$ cat config.mk
export PLATFORM = sky130hd
export DESIGN_NAME = wdcfg_top
export DESIGN_NICKNAME = d
export VERILOG_FILES = /design/src/pkg/wdcfg_pkg.sv /design/src/verilog/wdcfg_counter.sv /design/src/verilog/wdcfg_top.sv
export SDC_FILE = /design/constraint.sdc
export NUM_CORES = 1
export LEC_CHECK = 0
export BUFFER_PORTS_ARGS = -buffer_cell sky130_fd_sc_hd__buf_2
export CAP_MARGIN = 20
export CORE_ASPECT_RATIO = 2
export CORE_MARGIN = 8
export CORE_UTILIZATION = 55
export CTS_CLUSTER_SIZE = 8
export DETAILED_ROUTE_END_ITERATION = 16
export PLACE_DENSITY = 0.74
export SLEW_MARGIN = 20
export SYNTH_ARGS = -nofsm -noshare
export SYNTH_HDL_FRONTEND = slang
export SYNTH_SLANG_ARGS = --single-unit
$ cat constraint.sdc
create_clock -name core_clk_i -period 6.72 [get_ports core_clk_i]
set_input_delay 1.344 -clock core_clk_i [delete_from_list [all_inputs] [get_ports core_clk_i]]
set_output_delay 1.344 -clock core_clk_i [all_outputs]
set_load 0.01 [all_outputs]
$ cat src/pkg/wdcfg_pkg.sv
`default_nettype none
package wdcfg_pkg;

  // ----------------------------------------
  // Configuration word layout
  // ----------------------------------------
  localparam int unsigned WIN_SEL_LSB = 24;
  localparam int unsigned FORCE_EN_BIT = 23;
  localparam int unsigned WIN_DIS_BIT = 22;
  localparam int unsigned RSVD_BIT = 21;
  localparam int unsigned PS_SEL_LSB = 16;
  localparam logic [4:0] PS_MAX = 5'h14;

  // ----------------------------------------
  // Window start in eighths of the period
  // ----------------------------------------
  localparam logic [3:0] WIN_START_25 = 4'h6;
  localparam logic [3:0] WIN_START_37 = 4'h5;
  localparam logic [3:0] WIN_START_50 = 4'h4;
  localparam logic [3:0] WIN_START_75 = 4'h2;

  // ----------------------------------------
  // Register map and reset values
  // ----------------------------------------
  localparam logic [11:0] ADDR_CFG = 12'h000;
  localparam logic [11:0] ADDR_CTRL = 12'h004;
  localparam logic [11:0] ADDR_CLR = 12'h008;
  localparam logic [11:0] ADDR_STAT = 12'h00C;
  localparam logic [11:0] ADDR_CNT = 12'h010;
  localparam logic [31:0] CFG_RST = 32'h0000_0000;
  localparam logic CTRL_RST = 1'b0;
  localparam logic [1:0] LOAD_WAIT = 2'h2;

  typedef struct packed {
    logic [1:0] win_sel;
    logic force_en;
    logic win_dis;
    logic [4:0] ps_sel;
  } wdcfg_fields_t;

  typedef enum logic [2:0] {
    ST_LOAD = 3'b001,
    ST_OFF = 3'b010,
    ST_RUN = 3'b100
  } wdcfg_state_t;

  function automatic wdcfg_fields_t decode_fields(input logic [31:0] w);
    wdcfg_fields_t f;
    f.win_sel = w[WIN_SEL_LSB +: 2];
    f.force_en = w[FORCE_EN_BIT];
    f.win_dis = w[WIN_DIS_BIT];
    f.ps_sel = w[PS_SEL_LSB +: 5];
    return f;
  endfunction

  function automatic logic [4:0] eff_ps(input logic [4:0] sel);
    return (sel > PS_MAX) ? PS_MAX : sel;
  endfunction

  function automatic logic [31:0] win_start(input logic [31:0] period, input logic [1:0] sel);
    logic [3:0] k;
    case (sel)
      2'b11: k = WIN_START_25;
      2'b10: k = WIN_START_37;
      2'b01: k = WIN_START_50;
      default: k = WIN_START_75;
    endcase
    return 32'((period >> 3) * k);
  endfunction

endpackage
`default_nettype wire

$ cat src/verilog/wdcfg_counter.sv
`timescale 1ns/1ps
`default_nettype none
module wdcfg_counter (
  // Clock and reset
  input wire logic core_clk_i,
  input wire logic reset_i,
  // Control
  input wire logic run_i,
  input wire logic clear_i,
  input wire logic windowed_i,
  input wire logic [31:0] period_i,
  input wire logic [31:0] open_at_i,
  // Status
  output logic [31:0] count_o,
  output logic timeout_o,
  output logic early_o
);

  // ----------------------------------------
  // Postscaled period counter
  // ----------------------------------------
  always_ff @(posedge core_clk_i or posedge reset_i) begin
    if (reset_i) begin
      count_o <= 32'h0000_0000;
    end else if (!run_i || clear_i || count_o >= period_i - 32'h0000_0001) begin
      count_o <= 32'h0000_0000;
    end else begin
      count_o <= count_o + 32'h0000_0001;
    end
  end

  // ----------------------------------------
  // Expiry and early clear
  // ----------------------------------------
  always_ff @(posedge core_clk_i or posedge reset_i) begin
    if (reset_i) begin
      timeout_o <= 1'b0;
      early_o <= 1'b0;
    end else begin
      timeout_o <= run_i && !clear_i && count_o >= period_i - 32'h0000_0001;
      early_o <= run_i && clear_i && windowed_i && count_o < open_at_i;
    end
  end

endmodule
`default_nettype wire

$ cat src/verilog/wdcfg_top.sv
`timescale 1ns/1ps
`default_nettype none
module wdcfg_top #(
  parameter logic [31:0] TICK_CYC = 32'h0000_0008
) (
  // Clock and reset
  input wire logic core_clk_i,
  input wire logic reset_i,
  // Non-volatile configuration word
  input wire logic [31:0] cfg_word_i,
  // APB slave
  input wire logic psel_i,
  input wire logic penable_i,
  input wire logic pwrite_i,
  input wire logic [11:0] paddr_i,
  input wire logic [31:0] pwdata_i,
  output logic [31:0] prdata_o,
  output logic pready_o,
  output logic pslverr_o,
  // Watchdog
  output logic wdt_reset_o,
  output logic wdt_running_o
);

  logic [31:0] cfg_sync1_q;
  logic [31:0] cfg_sync2_q;
  logic [31:0] cfg_word_q;
  logic [1:0] load_cnt_q;
  wdcfg_pkg::wdcfg_state_t state_q;
  wdcfg_pkg::wdcfg_fields_t fields;
  logic sw_en_q;
  logic timeout_seen_q;
  logic early_seen_q;
  logic [31:0] rd_d;
  logic hit;
  logic wr_acc;
  logic clr_pulse;
  logic run;
  logic [4:0] ps;
  logic [31:0] period;
  logic [31:0] open_at;
  logic [31:0] count;
  logic timeout;
  logic early;

  // ----------------------------------------
  // Configuration capture
  // ----------------------------------------
  always_ff @(posedge core_clk_i or posedge reset_i) begin
    if (reset_i) begin
      cfg_sync1_q <= wdcfg_pkg::CFG_RST;
      cfg_sync2_q <= wdcfg_pkg::CFG_RST;
    end else begin
      cfg_sync1_q <= cfg_word_i;
      cfg_sync2_q <= cfg_sync1_q;
    end
  end

  always_ff @(posedge core_clk_i or posedge reset_i) begin
    if (reset_i) begin
      load_cnt_q <= 2'h0;
      cfg_word_q <= wdcfg_pkg::CFG_RST;
    end else if (load_cnt_q != wdcfg_pkg::LOAD_WAIT) begin
      load_cnt_q <= load_cnt_q + 2'h1;
    end else if (state_q == wdcfg_pkg::ST_LOAD) begin
      cfg_word_q <= cfg_sync2_q;
    end
  end

  // ----------------------------------------
  // Decode
  // ----------------------------------------
  always_comb begin
    fields = wdcfg_pkg::decode_fields(cfg_word_q);
    ps = wdcfg_pkg::eff_ps(fields.ps_sel);
    period = TICK_CYC << ps;
    open_at = wdcfg_pkg::win_start(period, fields.win_sel);
    run = state_q == wdcfg_pkg::ST_RUN;
  end

  // ----------------------------------------
  // Enable state
  // ----------------------------------------
  always_ff @(posedge core_clk_i or posedge reset_i) begin
    if (reset_i) begin
      state_q <= wdcfg_pkg::ST_LOAD;
    end else begin
      case (state_q)
        wdcfg_pkg::ST_LOAD: begin
          if (load_cnt_q == wdcfg_pkg::LOAD_WAIT) begin
            state_q <= cfg_sync2_q[wdcfg_pkg::FORCE_EN_BIT] ? wdcfg_pkg::ST_RUN
                                                            : wdcfg_pkg::ST_OFF;
          end
        end
        wdcfg_pkg::ST_OFF: begin
          if (sw_en_q) begin
            state_q <= wdcfg_pkg::ST_RUN;
          end
        end
        wdcfg_pkg::ST_RUN: begin
          if (!fields.force_en && !sw_en_q) begin
            state_q <= wdcfg_pkg::ST_OFF;
          end
        end
        default: state_q <= wdcfg_pkg::ST_LOAD;
      endcase
    end
  end

  assign wdt_running_o = state_q[2];

  // ----------------------------------------
  // APB slave
  // ----------------------------------------
  always_comb begin
    hit = 1'b1;
    rd_d = 32'h0000_0000;
    case (paddr_i)
      wdcfg_pkg::ADDR_CFG: rd_d = cfg_word_q;
      wdcfg_pkg::ADDR_CTRL: rd_d = {31'h0, sw_en_q};
      wdcfg_pkg::ADDR_CLR: rd_d = 32'h0000_0000;
      wdcfg_pkg::ADDR_STAT: rd_d = {27'h0, early_seen_q, timeout_seen_q,
                                    count >= open_at, !fields.win_dis, run};
      wdcfg_pkg::ADDR_CNT: rd_d = count;
      default: hit = 1'b0;
    endcase
    wr_acc = psel_i && penable_i && pready_o && pwrite_i && hit;
    clr_pulse = wr_acc && paddr_i == wdcfg_pkg::ADDR_CLR && pwdata_i[0];
  end

  always_ff @(posedge core_clk_i or posedge reset_i) begin
    if (reset_i) begin
      pready_o <= 1'b0;
      pslverr_o <= 1'b0;
      prdata_o <= 32'h0000_0000;
    end else begin
      pready_o <= psel_i && !penable_i;
      pslverr_o <= psel_i && !penable_i && !hit;
      if (psel_i && !penable_i) begin
        prdata_o <= (pwrite_i || !hit) ? 32'h0000_0000 : rd_d;
      end
    end
  end

  always_ff @(posedge core_clk_i or posedge reset_i) begin
    if (reset_i) begin
      sw_en_q <= wdcfg_pkg::CTRL_RST;
    end else if (wr_acc && paddr_i == wdcfg_pkg::ADDR_CTRL) begin
      sw_en_q <= pwdata_i[0];
    end
  end

  // Sticky status, set wins over write-one-to-clear
  always_ff @(posedge core_clk_i or posedge reset_i) begin
    if (reset_i) begin
      timeout_seen_q <= 1'b0;
      early_seen_q <= 1'b0;
    end else begin
      if (timeout) begin
        timeout_seen_q <= 1'b1;
      end else if (wr_acc && paddr_i == wdcfg_pkg::ADDR_STAT && pwdata_i[3]) begin
        timeout_seen_q <= 1'b0;
      end
      if (early) begin
        early_seen_q <= 1'b1;
      end else if (wr_acc && paddr_i == wdcfg_pkg::ADDR_STAT && pwdata_i[4]) begin
        early_seen_q <= 1'b0;
      end
    end
  end

  // ----------------------------------------
  // Counter and reset output
  // ----------------------------------------
  wdcfg_counter u_counter (
    .core_clk_i(core_clk_i),
    .reset_i(reset_i),
    .run_i(run),
    .clear_i(clr_pulse),
    .windowed_i(!fields.win_dis),
    .period_i(period),
    .open_at_i(open_at),
    .count_o(count),
    .timeout_o(timeout),
    .early_o(early)
  );

  always_ff @(posedge core_clk_i or posedge reset_i) begin
    if (reset_i) begin
      wdt_reset_o <= 1'b0;
    end else begin
      wdt_reset_o <= timeout || early;
    end
  end
endmodule
`default_nettype wire

* Word level (Yosys, flattened, before mapping)
Cells that the tools add are included.
Operators by class: $lt $le $gt $ge 4, bitwise operators 1, mux-type cells 15, reduce and logical (&&, ||, !) cells 35, $mul 1, shift operators 1, add/sub/neg operators 3, eq/ne operators 15
Operator list (count):
- $pmux 32 s4 | 1
- $ge 32x32->1 | 2
- $mux 32 | 2
- $add 32x1->32 const B | 1
- $lt 32x32->1 | 1
- $mul 29x4->32 | 1
- $shl 4x5->32 const A | 1
- $sub 32x1->32 const B | 1
- $eq 12x4->1 const B | 2
- $logic_and 1x1->1 | 18
- $pmux 3 s3 | 2
- $eq 12x3->1 const B | 1
- $eq 12x5->1 const B | 1
- $logic_not 12->1 | 1
- $mux 3 | 4
- $logic_not 1->1 | 7
- $eq 2x2->1 const B | 3
- $ne 2x2->1 const B | 3
- $gt 5x5->1 const B | 1
- $mux 1 | 5
- $mux 5 | 1
- $reduce_or 5->1 | 1
- $logic_or 1x1->1 | 4
- $reduce_bool 2->1 | 2
- 9 further kinds | 9
Word-level totals: output and inout bits 36, bits in registers 173, word-level logic and storage cells 90

* Longest topological paths before layout
Gate-level depths: netlist of the first run.
depth after elaboration 9, gate-level depth with buffers 24, gate-level depth less buffers 22

* Cells and area by module
Synthesis of the first run repeated with hierarchy kept, for this count alone.
Second synthesis, totals: cell total of the unflattened synthesis 1303, area total of the unflattened synthesis 12403.1 um2
Modules (own cells, without submodules):
- wdcfg_top | instances 1, cells each 870, area an instance 8620.8 um2
- wdcfg_counter | instances 1, cells each 433, area an instance 3782.4 um2

* Least setup slack after synthesis of the first run
No wires, ideal clock.
kind reg-to-reg, start point register cfg_word_q[18], end point register prdata_o[2], library setup time 87 ps, data arrival time 4935 ps, path slack 1698 ps, data required time 6633 ps, buffers on the path 1, stages on the path, launching flop included 24, path through dfrtp_1 clkbuf_1 or3_1 or3_1 inv_1 nand2b_1 fa_1 inv_1 ha_1 fa_1 a21o_1 a221oi_4 a311o_1 nand2_1 a31oi_1 o21ai_1 xnor2_1 ha_1 a21o_1 a21oi_1 o311ai_0 o221a_2 nor2_1 o211ai_1
On the way: word-level cells in the longest chain between the ends 7
Ends and longest elaborated chain:
- from (decl) | RTL line wdcfg_top.sv:27 | logic [31:0] cfg_word_q;
- from (signal assigned) | RTL line wdcfg_top.sv:62 | cfg_word_q <= wdcfg_pkg::CFG_RST;
- from (signal assigned) | RTL line wdcfg_top.sv:66 | cfg_word_q <= cfg_sync2_q;
- $gt 5x5->1 | RTL line wdcfg_pkg.sv:57 | return (sel > PS_MAX) ? PS_MAX : sel;
- $mux 5 (*) | RTL line wdcfg_pkg.sv:57
- $shl 4x5->32 (*) | RTL line wdcfg_top.sv:76 | period = TICK_CYC << ps;
- $mul 29x4->32 (*) | RTL line wdcfg_pkg.sv:68 | return 32'((period >> 3) * k);
- $ge 32x32->1 (*) | RTL line wdcfg_top.sv:123 | count >= open_at, !fields.win_dis, run};
- $pmux 32 s4 (*) | RTL line wdcfg_top.sv:118 | case (paddr_i)
- $mux 32 (*) | RTL line wdcfg_top.sv:140 | prdata_o <= (pwrite_i || !hit) ? 32'h0000_0000 : rd_d;
- to (signal assigned) | RTL line wdcfg_top.sv:140
- to (decl) | RTL line wdcfg_top.sv:17 | output logic [31:0] prdata_o,
Mark *: on every way between the ends. The rest lies on a longest branch, timed or not. A chain may end at the register's enable or synchronous reset.

* Worst setup path in the final report of the first run
start point register cfg_word_q[17], end point register prdata_o[2]
The elaborated chain is that of the path after synthesis.

==> summary.md, run 1 <==
| Metric | Value |
|---|---|
| CTS Hold Buffers Added | `0` |
| Die footprint | `0.0247 mm2` |
| Crit Path Max Fanout | `17` |
| Io pins | `117` |
| Antenna-violating nets left | `0` |
| H-tree depth | `4` |
| Antenna violations before repair | `0` |
| Area grow syn2layout | `13.9%` |
| Cell Chain, Critical Path | `nand2b_1, nor2_1, nand2_1, fa_1, inv_1, ha_1, fa_1, a21o_1, a221oi_4, a311o_1, nand2_1, a31oi_1, o21ai_1, xnor2_1, ha_1, a21o_1, a21oi_1, o311ai_0, o221a_2, nor2_1, o211ai_1` |
| Die Width | `115 um` |
| Initial drt markers | `465` |
| Largest net degree at the start of global routing | `94` |
| Hold Crit Class | `flip-flop to flip-flop` |
| Post-synth EDFFs | `0` |
| TritonCTS clock tree | `done` |
| Avg Inst Size Synth | `9.63 um2` |
| Top-area cell type share of the netlist area | `39.7%` |
| Placer Congestion | `0.934` |
| Routed wire per std cell | `18.4 um` |
| Via Count | `8767` |
| Postcts setup bufs | `0` |
| Critical Path Max Stage Delay | `720 ps` |
| Leak | `5.99 nW` |
| Clk_skew | `22.8 ps` |
| Grt ovf | `0` |
| Library cells used by synthesis | `69` |
| Post-CTS sizing | `0` |
| Clock Path Buffers | `3` |
| Crit path launch type | `flip-flop` |
| Fmax | `0.165 GHz` |
| CP arrival | `6400 ps` |
| Die height | `215 um` |
| Ys async rst share | `100%` |
| Clk pin slew, worst setup/hold paths | `60 ps` |
| Vias per Instance | `5.88` |
| Hold_sp | `cfg_sync1_q[23]$_DFF_PP0_` |
| Total CTS buffers | `25` |
| First-pass GRT wire length | `45.0 mm` |
| WP buf/inv | `1` |
| Syn. warnings | `0` |
| CP max-delay cell | `dfrtp_1` |
| Slew Limit Fails | `0` |
| Worst skew pair latency | `480 ps` |
| Antenna fix cells | `0` |
| Final wirelength | `27.4 mm` |
| Max VDD drop | `0.000264 V` |
| Worst setup startpoint | `cfg_word_q[17]$_DFFE_PP0P_` |
| Worst-Margin Slew | `959 ps` |
| Drt pass-1 iters | `7` |
| Status | `complete, no violations` |
| Synth top area cells | `dfrtp_1 (40%), ha_1 (11%), fa_1 (5.2%), nand2_1 (3.6%), nor2_1 (3.3%)` |
| Hold WS | `330 ps` |
| Max Cap Viol | `0` |
| Sink Count | `173` |
| Rows | `72` |
| IO buf count | `87` |
| Final setup TNS | `0 ps` |
| Post-DP HPWL | `20.2 mm` |
| Tot Pwr | `3.87 mW` |
| Cell area after synthesis | `0.0108 mm2` |
| Commonest cells post-synth | `dfrtp_1 (172), nand2_1 (105), ha_1 (97), nor2_1 (96), inv_1 (73)` |
| PD cells | `313 mW/mm2` |
| Clk Tree Root Cell | `clkbuf_16` |
| # DRC | `0` |
| Setup CP Type | `flip-flop to flip-flop` |
| Family with the most delay on the worst path | `compound AO/OA/AOI/OAI gates` |
| Crit path capture type | `flip-flop` |
| Proportion of layout cells with a drive suffix above 1 | `14.9%` |
| Count leader, synth | `dfrtp_1` |
| Placeable Area | `0.0194 mm2` |
| GRT Util Overall | `23.1%` |
| Initial Utilization | `56.0%` |
| Min cycle time layout | `6060 ps` |
| Crit Reg-Reg Startpoint | `cfg_word_q[17]$_DFFE_PP0P_` |
| Cell accounting for the most synthesized area | `dfrtp_1` |
| Final-layout fill cell count | `1608` |
| Vias in the first global route | `9201` |
| Final Cycle Share | `90.1%` |
| Nets | `1432` |
| Synthesized instance count | `1126` |
| Main synth FF type | `dfrtp_1` |
| Yosys reg bits | `173` |
| CP required | `7060 ps` |
| Relative slew slack | `36.1%` |
| Final hold vios | `0` |
| Sequential area share after synthesis | `39.9%` |
| Final setup fails | `0` |
| RSZ-0062 raised after global routing | `false` |
## placed cells by master (no fill, tap or decap), drive strengths merged, types with 30 or more instances in the layout
| master | netlist | final |
|---|---|---|
| a21o | 32 | 32 |
| a21oi | 54 | 54 |
| buf | 13 | 98 |
| clkbuf | 39 | 30 |
| dfrtp | 172 | 172 |
| ha | 97 | 97 |
| inv | 73 | 73 |
| nand2 | 105 | 105 |
| nand3 | 31 | 31 |
| nor2 | 96 | 96 |
| o21ai | 61 | 61 |
| or3 | 47 | 47 |
| xnor2 | 31 | 31 |
| xor2 | 30 | 30 |
## state kept, by name, indices dropped and copies added (netlist names)
| signal | flops |
|---|---|
| cfg_sync1_q | 32 |
| cfg_sync2_q | 32 |
| cfg_word_q | 32 |
| prdata_o | 32 |
| u_counter.count_o | 32 |
| state_q | 3 |
| load_cnt_q | 2 |
| early_seen_q | 1 |
| pready_o | 1 |
| pslverr_o | 1 |
| sw_en_q | 1 |
| timeout_seen_q | 1 |
| u_counter.early_o | 1 |
| u_counter.timeout_o | 1 |
| wdt_reset_o | 1 |
## cell families after synthesis
kind of cell	share of synthesized area, %
other cells	0.0692
buf+inv	4.54
compound gates	14.2
mux	3.10
simple gates	16.9
flops	39.9
xor+xnor	4.93
fa+ha+maj	16.4
## final timing paths
kind / to / slack, ps / cells after the start
setup / recovery: prdata_o[2]$_DFFE_PP0P_ / 660 / 21
hold / removal: cfg_sync2_q[23]$_DFF_PP0_ / 330 / 0
setup reg to reg: prdata_o[2]$_DFFE_PP0P_ / 660 / 21
hold reg to reg: cfg_sync2_q[23]$_DFF_PP0_ / 330 / 0
max in group asynchronous: u_counter.count_o[12]$_DFF_PP0_ / 4570 / 4
min in group asynchronous: pready_o$_DFF_PP0_ / 1010 / 2
## layer usage
layer	vias up	wire length, um	track usage [%]
li1	4085	-	-
met5	-	0	0
met2	235	15000	42.0
met3	97	976	3.84
met4	0	1560	15.1
met1	4350	9910	23.1
## per-stage QoR
step | cells | cell area, um2 | util [%] | setup slack (ps)
after floorplan | 1153 | 10900 | - | 689
after global placement | 1457 | 11600 | 59.9 | 854
after detailed placement | 1457 | 11600 | 59.9 | 795
after CTS | 1490 | 12300 | 63.6 | 728
after global routing | 1491 | 12400 | 63.8 | 400
final | 1491 | 12400 | 63.8 | 664
## report_power, final
group / switching [mW] / total, mW / leakage [nW] / internal [mW]
sequential: 0.126 / 1.30 / 2.18 / 1.18
combinational: 0.882 / 1.42 / 3.45 / 0.536
clock: 0.404 / 1.15 / 0.356 / 0.746
## final cells by class
class / count / area (um2) / share of cell area (%)
flip-flops and latches: 173 / 4330 / 35.1
clock inverters: 3 / 42.5 / 0.344
multi-input cells: 853 / 6150 / 49.8
repair buffers: 98 / 538 / 4.36
well taps: 259 / 324 / 2.62
inverters: 75 / 287 / 2.32
clock buffers: 30 / 684 / 5.54
Note: power is estimated with default switching activity, not from simulation.
==> run 2, diff against run 1 <==
Settings changed: CORE_MARGIN 8 to 1.
==> summary.md, run 2 (synthesis gave the netlist of run 1 again) <==
| Metric | Value |
|---|---|
| Via Count | `8659 (was 8767)` |
| Total CTS buffers | `25 (unchanged)` |
| Io pins | `117 (unchanged)` |
| Min cycle time layout | `6070 ps (was 6060 ps)` |
| Crit Path Max Fanout | `17 (unchanged)` |
| Post-CTS sizing | `0 (unchanged)` |
| Nets | `1432 (unchanged)` |
| Most frequent cells in the layout | `dfrtp_1 (172), nand2_1 (105), ha_1 (97) (unchanged)` |
| Relative slew slack | `38.0% (was 36.1%)` |
| Setup Slack @ Placement | `784 ps (was 795 ps)` |
| # DRC | `0 (unchanged)` |
| Grt ovf | `0 (unchanged)` |
| Final setup fails | `0 (unchanged)` |
| Max Cap Viol | `0 (unchanged)` |
| Worst Hold End | `cfg_sync2_q[23]$_DFF_PP0_ (unchanged)` |
| Most common cell after layout, fill and taps aside | `dfrtp_1 (unchanged)` |
| R2R setup slack | `650 ps (was 660 ps)` |
| CP arrival | `6440 ps (was 6400 ps)` |
| TritonCTS clock tree | `done (unchanged)` |
| Area grow syn2layout | `13.6% (was 13.9%)` |
| Routed wire per std cell | `17.9 um (was 18.4 um)` |
| Leak | `5.97 nW (was 5.99 nW)` |
| Slew Limit Fails | `0 (unchanged)` |
| IO buf count | `87 (unchanged)` |
| Final-layout fill cell count | `1588 (was 1608)` |
| Sink Count | `173 (unchanged)` |
| Die footprint | `0.0203 mm2 (was 0.0247 mm2)` |
| Hold Crit Class | `flip-flop to flip-flop (unchanged)` |
| Postcts setup bufs | `0 (unchanged)` |
| First-pass GRT wire length | `43.6 mm (was 45.0 mm)` |
| Tot Pwr | `3.88 mW (was 3.87 mW)` |
| RSZ-0062 raised after global routing | `false (unchanged)` |
| Drt pass-1 iters | `5 (was 7)` |
| Die height | `201 um (was 215 um)` |
| PD cells | `315 mW/mm2 (was 313 mW/mm2)` |
| GRT Util Overall | `27.9% (was 23.1%)` |
| Vias per Instance | `5.81 (was 5.88)` |
| Crit Reg-Reg Startpoint | `cfg_word_q[17]$_DFFE_PP0P_ (unchanged)` |
| Fmax | `0.165 GHz (about the same)` |
| Finished Cell Area | `0.0123 mm2 (was 0.0124 mm2)` |
| Worst-case reg-to-reg path depth | `21 (unchanged)` |
| Clock Path Buffers | `3 (unchanged)` |
| Clk_skew | `10.9 ps (was 22.8 ps)` |
| Final wirelength | `26.7 mm (was 27.4 mm)` |
| Max VDD drop | `0.000472 V (was 0.000264 V)` |
| Placer Congestion | `0.913 (was 0.934)` |
| Worst r2r dst | `prdata_o[2]$_DFFE_PP0P_ (unchanged)` |
| Clk Tree Root Cell | `clkbuf_16 (unchanged)` |
| Clk pin slew, worst setup/hold paths | `60 ps (about the same)` |
| Crit path capture type | `flip-flop (unchanged)` |
| H-tree depth | `4 (unchanged)` |
| Proportion of layout cells with a drive suffix above 1 | `14.8% (was 14.9%)` |
| CP required | `7100 ps (was 7060 ps)` |
| Hold path cells | `0 (unchanged)` |
| Post-route setup slack | `654 ps (was 664 ps)` |
| Antenna-violating nets left | `0 (unchanged)` |
| Die Width | `101 um (was 115 um)` |
| Setup CP Type | `flip-flop to flip-flop (unchanged)` |
| Worst-Margin Slew | `930 ps (was 959 ps)` |
| Post-Place Cell Area | `0.0116 mm2 (about the same)` |
| Antenna violations before repair | `0 (unchanged)` |
| Initial Utilization | `56.0% (unchanged)` |
| Hold_sp | `cfg_sync1_q[23]$_DFF_PP0_ (unchanged)` |
| Vias in the first global route | `9082 (was 9201)` |
| Final setup TNS | `0 ps (unchanged)` |
| Placeable Area | `0.0194 mm2 (unchanged)` |
| Worst skew pair latency | `470 ps (was 480 ps)` |
| Crit path launch type | `flip-flop (unchanged)` |
| Final hold vios | `0 (unchanged)` |
| Status | `complete, no violations (unchanged)` |
| Largest net degree at the start of global routing | `125 (was 94)` |
| CTS Hold Buffers Added | `0 (unchanged)` |
| Post-DP HPWL | `19.8 mm (was 20.2 mm)` |
| Antenna fix cells | `0 (unchanged)` |
| Rows | `72 (unchanged)` |
| Final Cycle Share | `90.3% (was 90.1%)` |
| Initial drt markers | `399 (was 465)` |
run 2: critical path, stage by stage (launching register included):
cell	delay (ps)
dfrtp_1	710
nand2b_1	530
nor2_1	310
nand2_1	100
fa_1	520
inv_1	50
ha_1	220
fa_1	450
a21o_1	250
a221oi_4	410
a311o_1	330
nand2_1	110
a31oi_1	310
o21ai_1	120
xnor2_1	150
ha_1	310
a21o_1	110
a21oi_1	70
o311ai_0	360
o221a_2	300
nor2_1	60
o211ai_1	180
run 2: metrics by stage:
| step | util, % | hold slack (ps) | instances |
|---|---|---|---|
| floorplan | - | 331 | 1153 |
| global placement | 59.9 | 331 | 1458 |
| detailed placement | 59.9 | 336 | 1458 |
| CTS | 63.6 | 348 | 1490 |
| global route | 63.6 | 352 | 1490 |
| finish | 63.6 | 347 | 1490 |
run 2: worst max path at each step:
stage,start,to,slack (ps),cells after the start
global route,cfg_word_q[17]$_DFFE_PP0P_,prdata_o[2]$_DFFE_PP0P_,400,21
detailed placement,cfg_word_q[17]$_DFFE_PP0P_,prdata_o[2]$_DFFE_PP0P_,780,21
global placement,cfg_word_q[17]$_DFFE_PP0P_,prdata_o[2]$_DFFE_PP0P_,840,21
CTS,cfg_word_q[17]$_DFFE_PP0P_,prdata_o[2]$_DFFE_PP0P_,720,21
finish,cfg_word_q[17]$_DFFE_PP0P_,prdata_o[2]$_DFFE_PP0P_,650,21
floorplan,reset_i,cfg_sync1_q[0]$_DFF_PP0_,690,1
run 2: final cells by class:
class	count	area, um2	share of cell area [%]
inverters	75	289	2.35
clock inverters	6	85.1	0.690
multi-input cells	853	6150	49.9
well taps	259	324	2.63
flip-flops and latches	173	4330	35.1
repair buffers	98	518	4.20
clock buffers	26	629	5.11
run 2: power by group:
group          total (mW)  switching, mW  internal, mW
logic                1.43          0.886         0.541
registers            1.31          0.135          1.18
clock network        1.14          0.404         0.740
run 2: metal layers:
layer	vias to the layer above	global-route usage (%)	share of wire, %
met3	108	3.48	3.5
met4	0	18.8	6.7
met1	4179	29.2	36
met5	-	0	0
li1	4096	-	-
met2	276	50.4	54
==> run 3, diff against run 2 <==
Settings changed: SYNTH_HIERARCHICAL set to 1.
==> summary.md, run 3 <==
| Metric | Value |
|---|---|
| Placer Congestion | `0.915 (was 0.913)` |
| Hold WS | `343 ps (was 347 ps)` |
| Family with the most delay on the worst path | `simple AND/OR/NAND/NOR gates (was compound AO/OA/AOI/OAI gates)` |
| Max Cap Viol | `0 (unchanged)` |
| Worst-Margin Slew | `1030 ps (was 930 ps)` |
| Crit path capture type | `flip-flop (unchanged)` |
| Most common cell after layout, fill and taps aside | `dfrtp_1 (unchanged)` |
| Antenna-violating nets left | `0 (unchanged)` |
| Post-DP HPWL | `23.7 mm (was 19.8 mm)` |
| IO buf count | `87 (unchanged)` |
| Clk Tree Root Cell | `clkbuf_16 (unchanged)` |
| CP max-delay cell | `nor3_1 (was dfrtp_1)` |
| Cell area after synthesis | `0.0124 mm2 (was 0.0108 mm2)` |
| # DRC | `0 (unchanged)` |
| Relative slew slack | `30.5% (was 38.0%)` |
| Met1 Usage GRT | `27.9% (was 29.2%)` |
| Nets | `1664 (was 1432)` |
| Most frequent cells in the layout | `dfrtp_1 (172), ha_1 (131), inv_1 (122) (was dfrtp_1 (172), nand2_1 (105), ha_1 (97))` |
| Min cycle time layout | `6000 ps (was 6070 ps)` |
| First-pass GRT wire length | `49.8 mm (was 43.6 mm)` |
| Top-area cell type share of the netlist area | `34.7% (was 39.7%)` |
| Main synth FF type | `dfrtp_1 (unchanged)` |
| Postcts setup bufs | `0 (unchanged)` |
| Drt pass-1 iters | `5 (unchanged)` |
| Met3 usage | `3.13% (was 3.48%)` |
| Layer with the highest usage | `met2 (unchanged)` |
| Internal | `2.41 mW (was 2.46 mW)` |
| Via Count | `10054 (was 8659)` |
| H-tree depth | `4 (unchanged)` |
| Setup CP Type | `flip-flop to flip-flop (unchanged)` |
| WP buf/inv | `2 (was 1)` |
| Critical Path Max Stage Delay | `730 ps (was 710 ps)` |
| Clock power share | `24.7% (was 29.5%)` |
| Placeable Area | `0.0222 mm2 (was 0.0194 mm2)` |
| Io pins | `117 (unchanged)` |
| Count leader, synth | `dfrtp_1 (unchanged)` |
| Vias in the first global route | `10583 (was 9082)` |
| CP required | `7010 ps (was 7100 ps)` |
| Clk_skew | `8.74 ps (was 10.9 ps)` |
| Largest net degree at the start of global routing | `78 (was 125)` |
| Antenna violations before repair | `0 (unchanged)` |
| Sequential Power Share | `33.6% (was 33.8%)` |
| TritonCTS clock tree | `done (unchanged)` |
| Synth top area cells | `dfrtp_1 (35%), ha_1 (13%), fa_1 (4.5%), inv_1 (3.7%), xnor2_1 (3.7%) (was dfrtp_1 (40%), ha_1 (11%), fa_1 (5.2%), nand2_1 (3.6%), nor2_1 (3.3%))` |
| Combinational power share | `41.7% (was 36.8%)` |
| Crit path launch type | `flip-flop (unchanged)` |
| Post-synth EDFFs | `0 (unchanged)` |
| Ys async rst share | `100% (unchanged)` |
| Final Cycle Share | `89.2% (was 90.3%)` |
| Synthesized instance count | `1303 (was 1126)` |
| Worst skew pair latency | `430 ps (was 470 ps)` |
| Syn. warnings | `6 (was 0)` |
| GRT Util Overall | `27.8% (was 27.9%)` |
| Yosys reg bits | `173 (unchanged)` |
| GR met2 Demand/Resource | `50.3% (was 50.4%)` |
| Fmax | `0.167 GHz (was 0.165 GHz)` |
| RSZ-0062 raised after global routing | `false (unchanged)` |
| Final hold vios | `0 (unchanged)` |
| Die height | `214 um (was 201 um)` |
| Die Width | `108 um (was 101 um)` |
| Grt ovf | `0 (unchanged)` |
| Cell Chain, Critical Path | `nand2b_1, nor3_1, nand2b_1, fa_1, inv_1, ha_1, nand4b_2, a2111oi_4, o211ai_2, a21boi_2, mux2_1, or2_1, inv_1, ha_1, nand4_1, nor3_1, o21ai_0, a41oi_1, a211oi_1 (was nand2b_1, nor2_1, nand2_1, fa_1, inv_1, ha_1, fa_1, a21o_1, a221oi_4, a311o_1, nand2_1, a31oi_1, o21ai_1, xnor2_1, ha_1, a21o_1, a21oi_1, o311ai_0, o221a_2, nor2_1, o211ai_1)` |
| Cell accounting for the most synthesized area | `dfrtp_1 (unchanged)` |
| Rows | `77 (was 72)` |
| Commonest cells post-synth | `dfrtp_1 (172), ha_1 (131), inv_1 (123), nand2_1 (104), nor2_1 (61) (was dfrtp_1 (172), nand2_1 (105), ha_1 (97), nor2_1 (96), inv_1 (73))` |
| Switching pwr | `1.49 mW (was 1.42 mW)` |
| Status | `complete, no violations (unchanged)` |
| Final wirelength | `30.4 mm (was 26.7 mm)` |
| Clock Path Buffers | `2 (was 3)` |
| Post-CTS sizing | `0 (unchanged)` |
| Proportion of layout cells with a drive suffix above 1 | `14.3% (was 14.8%)` |
| Leak | `6.67 nW (was 5.97 nW)` |
| Crit Path Max Fanout | `10 (was 17)` |
| Routed wire per std cell | `17.7 um (was 17.9 um)` |
| Sink Count | `173 (unchanged)` |
| Final setup fails | `0 (unchanged)` |
| Final setup TNS | `0 ps (unchanged)` |
| Clk pin slew, worst setup/hold paths | `60 ps (about the same)` |
| Initial Utilization | `56.0% (about the same)` |
| Slew Limit Fails | `0 (unchanged)` |
| Antenna fix cells | `0 (unchanged)` |
| Area grow syn2layout | `11.7% (was 13.6%)` |
| Total CTS buffers | `17 (was 25)` |
| Max VDD drop | `0.000329 V (was 0.000472 V)` |
| Sw Share | `38.2% (was 36.7%)` |
| CTS Hold Buffers Added | `0 (unchanged)` |
| Library cells used by synthesis | `91 (was 69)` |
| Die footprint | `0.0232 mm2 (was 0.0203 mm2)` |
| Avg Inst Size Synth | `9.52 um2 (was 9.63 um2)` |
| Sequential area share after synthesis | `34.9% (was 39.9%)` |
| Finished Core Util | `62.5% (was 63.6%)` |
| Initial drt markers | `319 (was 399)` |
| Hold Crit Class | `flip-flop to flip-flop (unchanged)` |
| CP arrival | `6290 ps (was 6440 ps)` |
| Vias per Instance | `5.87 (was 5.81)` |
| PD cells | `282 mW/mm2 (was 315 mW/mm2)` |
==> run 3: power groups by stage <==
stage / sequential [mW] / clock, mW / combinational [mW]
floorplan: 1.25 / 0 / 1.29
global route: 1.33 / 1.01 / 1.83
finish: 1.31 / 0.966 / 1.63
CTS: 1.31 / 0.980 / 1.60
global placement: 1.32 / 0 / 1.55
detailed placement: 1.33 / 0 / 1.59
==> run 3: area by class of cell <==
| type | instances | area, um2 |
|---|---|---|
| Fill cell | 1914 | 8310 |
| Multi-Input combinational cell | 1014 | 7630 |
| Sequential cell | 173 | 4330 |
| Timing Repair Buffer | 95 | 495 |
| Clock buffer | 23 | 478 |
| Inverter | 123 | 467 |
| Tap cell | 276 | 345 |
| Clock inverter | 9 | 110 |
==> run 3: stage by stage <==
| stage | instance area (um2) | instances | total power [mW] | setup slack (ps) |
|---|---|---|---|---|
| 3_3_place_gp | 13300 | 1681 | 2.87 | 869 |
| 4_1_cts | 13900 | 1713 | 3.89 | 758 |
| 3_5_place_dp | 13300 | 1681 | 2.91 | 766 |
| 6_report | 13900 | 1713 | 3.90 | 723 |
| 2_1_floorplan | 12600 | 1356 | 2.54 | 1650 |
| 5_1_grt | 13900 | 1713 | 4.17 | 73.0 |
==> run 3: kinds of logic (layout without fill, tap and decap cells) <==
logic type                 after synthesis  after routing  share of synthesized area, %
buffers and inverters                  169            250                          5.36
adders and majority gates              159            159                          17.7
other                                    2             55                        0.0605
AOI/OAI and AO/OA                      237            237                          12.8
DFF                                    173            173                          34.9
xor gates and xnor gates                90             90                          6.36
and+or+nand+nor                        439            439                          19.7
muxes                                   34             34                          3.05
==> run 3: final timing paths <==
check	startpoint	endpoint	slack, ps	cells past startpoint
max in group asynchronous	reset_i	prdata_o[15]$_DFFE_PP0P_	4410	3
worst min-delay path	cfg_sync1_q[21]$_DFF_PP0_	cfg_sync2_q[21]$_DFF_PP0_	340	0
worst min register to register	cfg_sync1_q[21]$_DFF_PP0_	cfg_sync2_q[21]$_DFF_PP0_	340	0
min in group asynchronous	reset_i	cfg_sync1_q[30]$_DFF_PP0_	980	2
worst max-delay path	cfg_word_q[18]$_DFFE_PP0P_	u_counter/early_o$_DFF_PP0_	720	19
worst max register to register	cfg_word_q[18]$_DFFE_PP0P_	u_counter/early_o$_DFF_PP0_	720	19
==> run 3: worst reg2reg max path, delay by kind of cell, from the launching register on <==
family | cells | cell delay, ps
DFF | 1 | 630
AOI/OAI and AO/OA | 6 | 1690
buffers and inverters | 2 | 100
and+or+nand+nor | 7 | 2030
adders and majority gates | 3 | 1060
muxes | 1 | 350
==> run 3: per-layer routing <==
metal  routed length [um]  vias to the layer above
met5                    0                        -
met4                 2460                        0
met3                  919                      134
met2                16200                      296
met1                10800                     4843
li1                     -                     4781
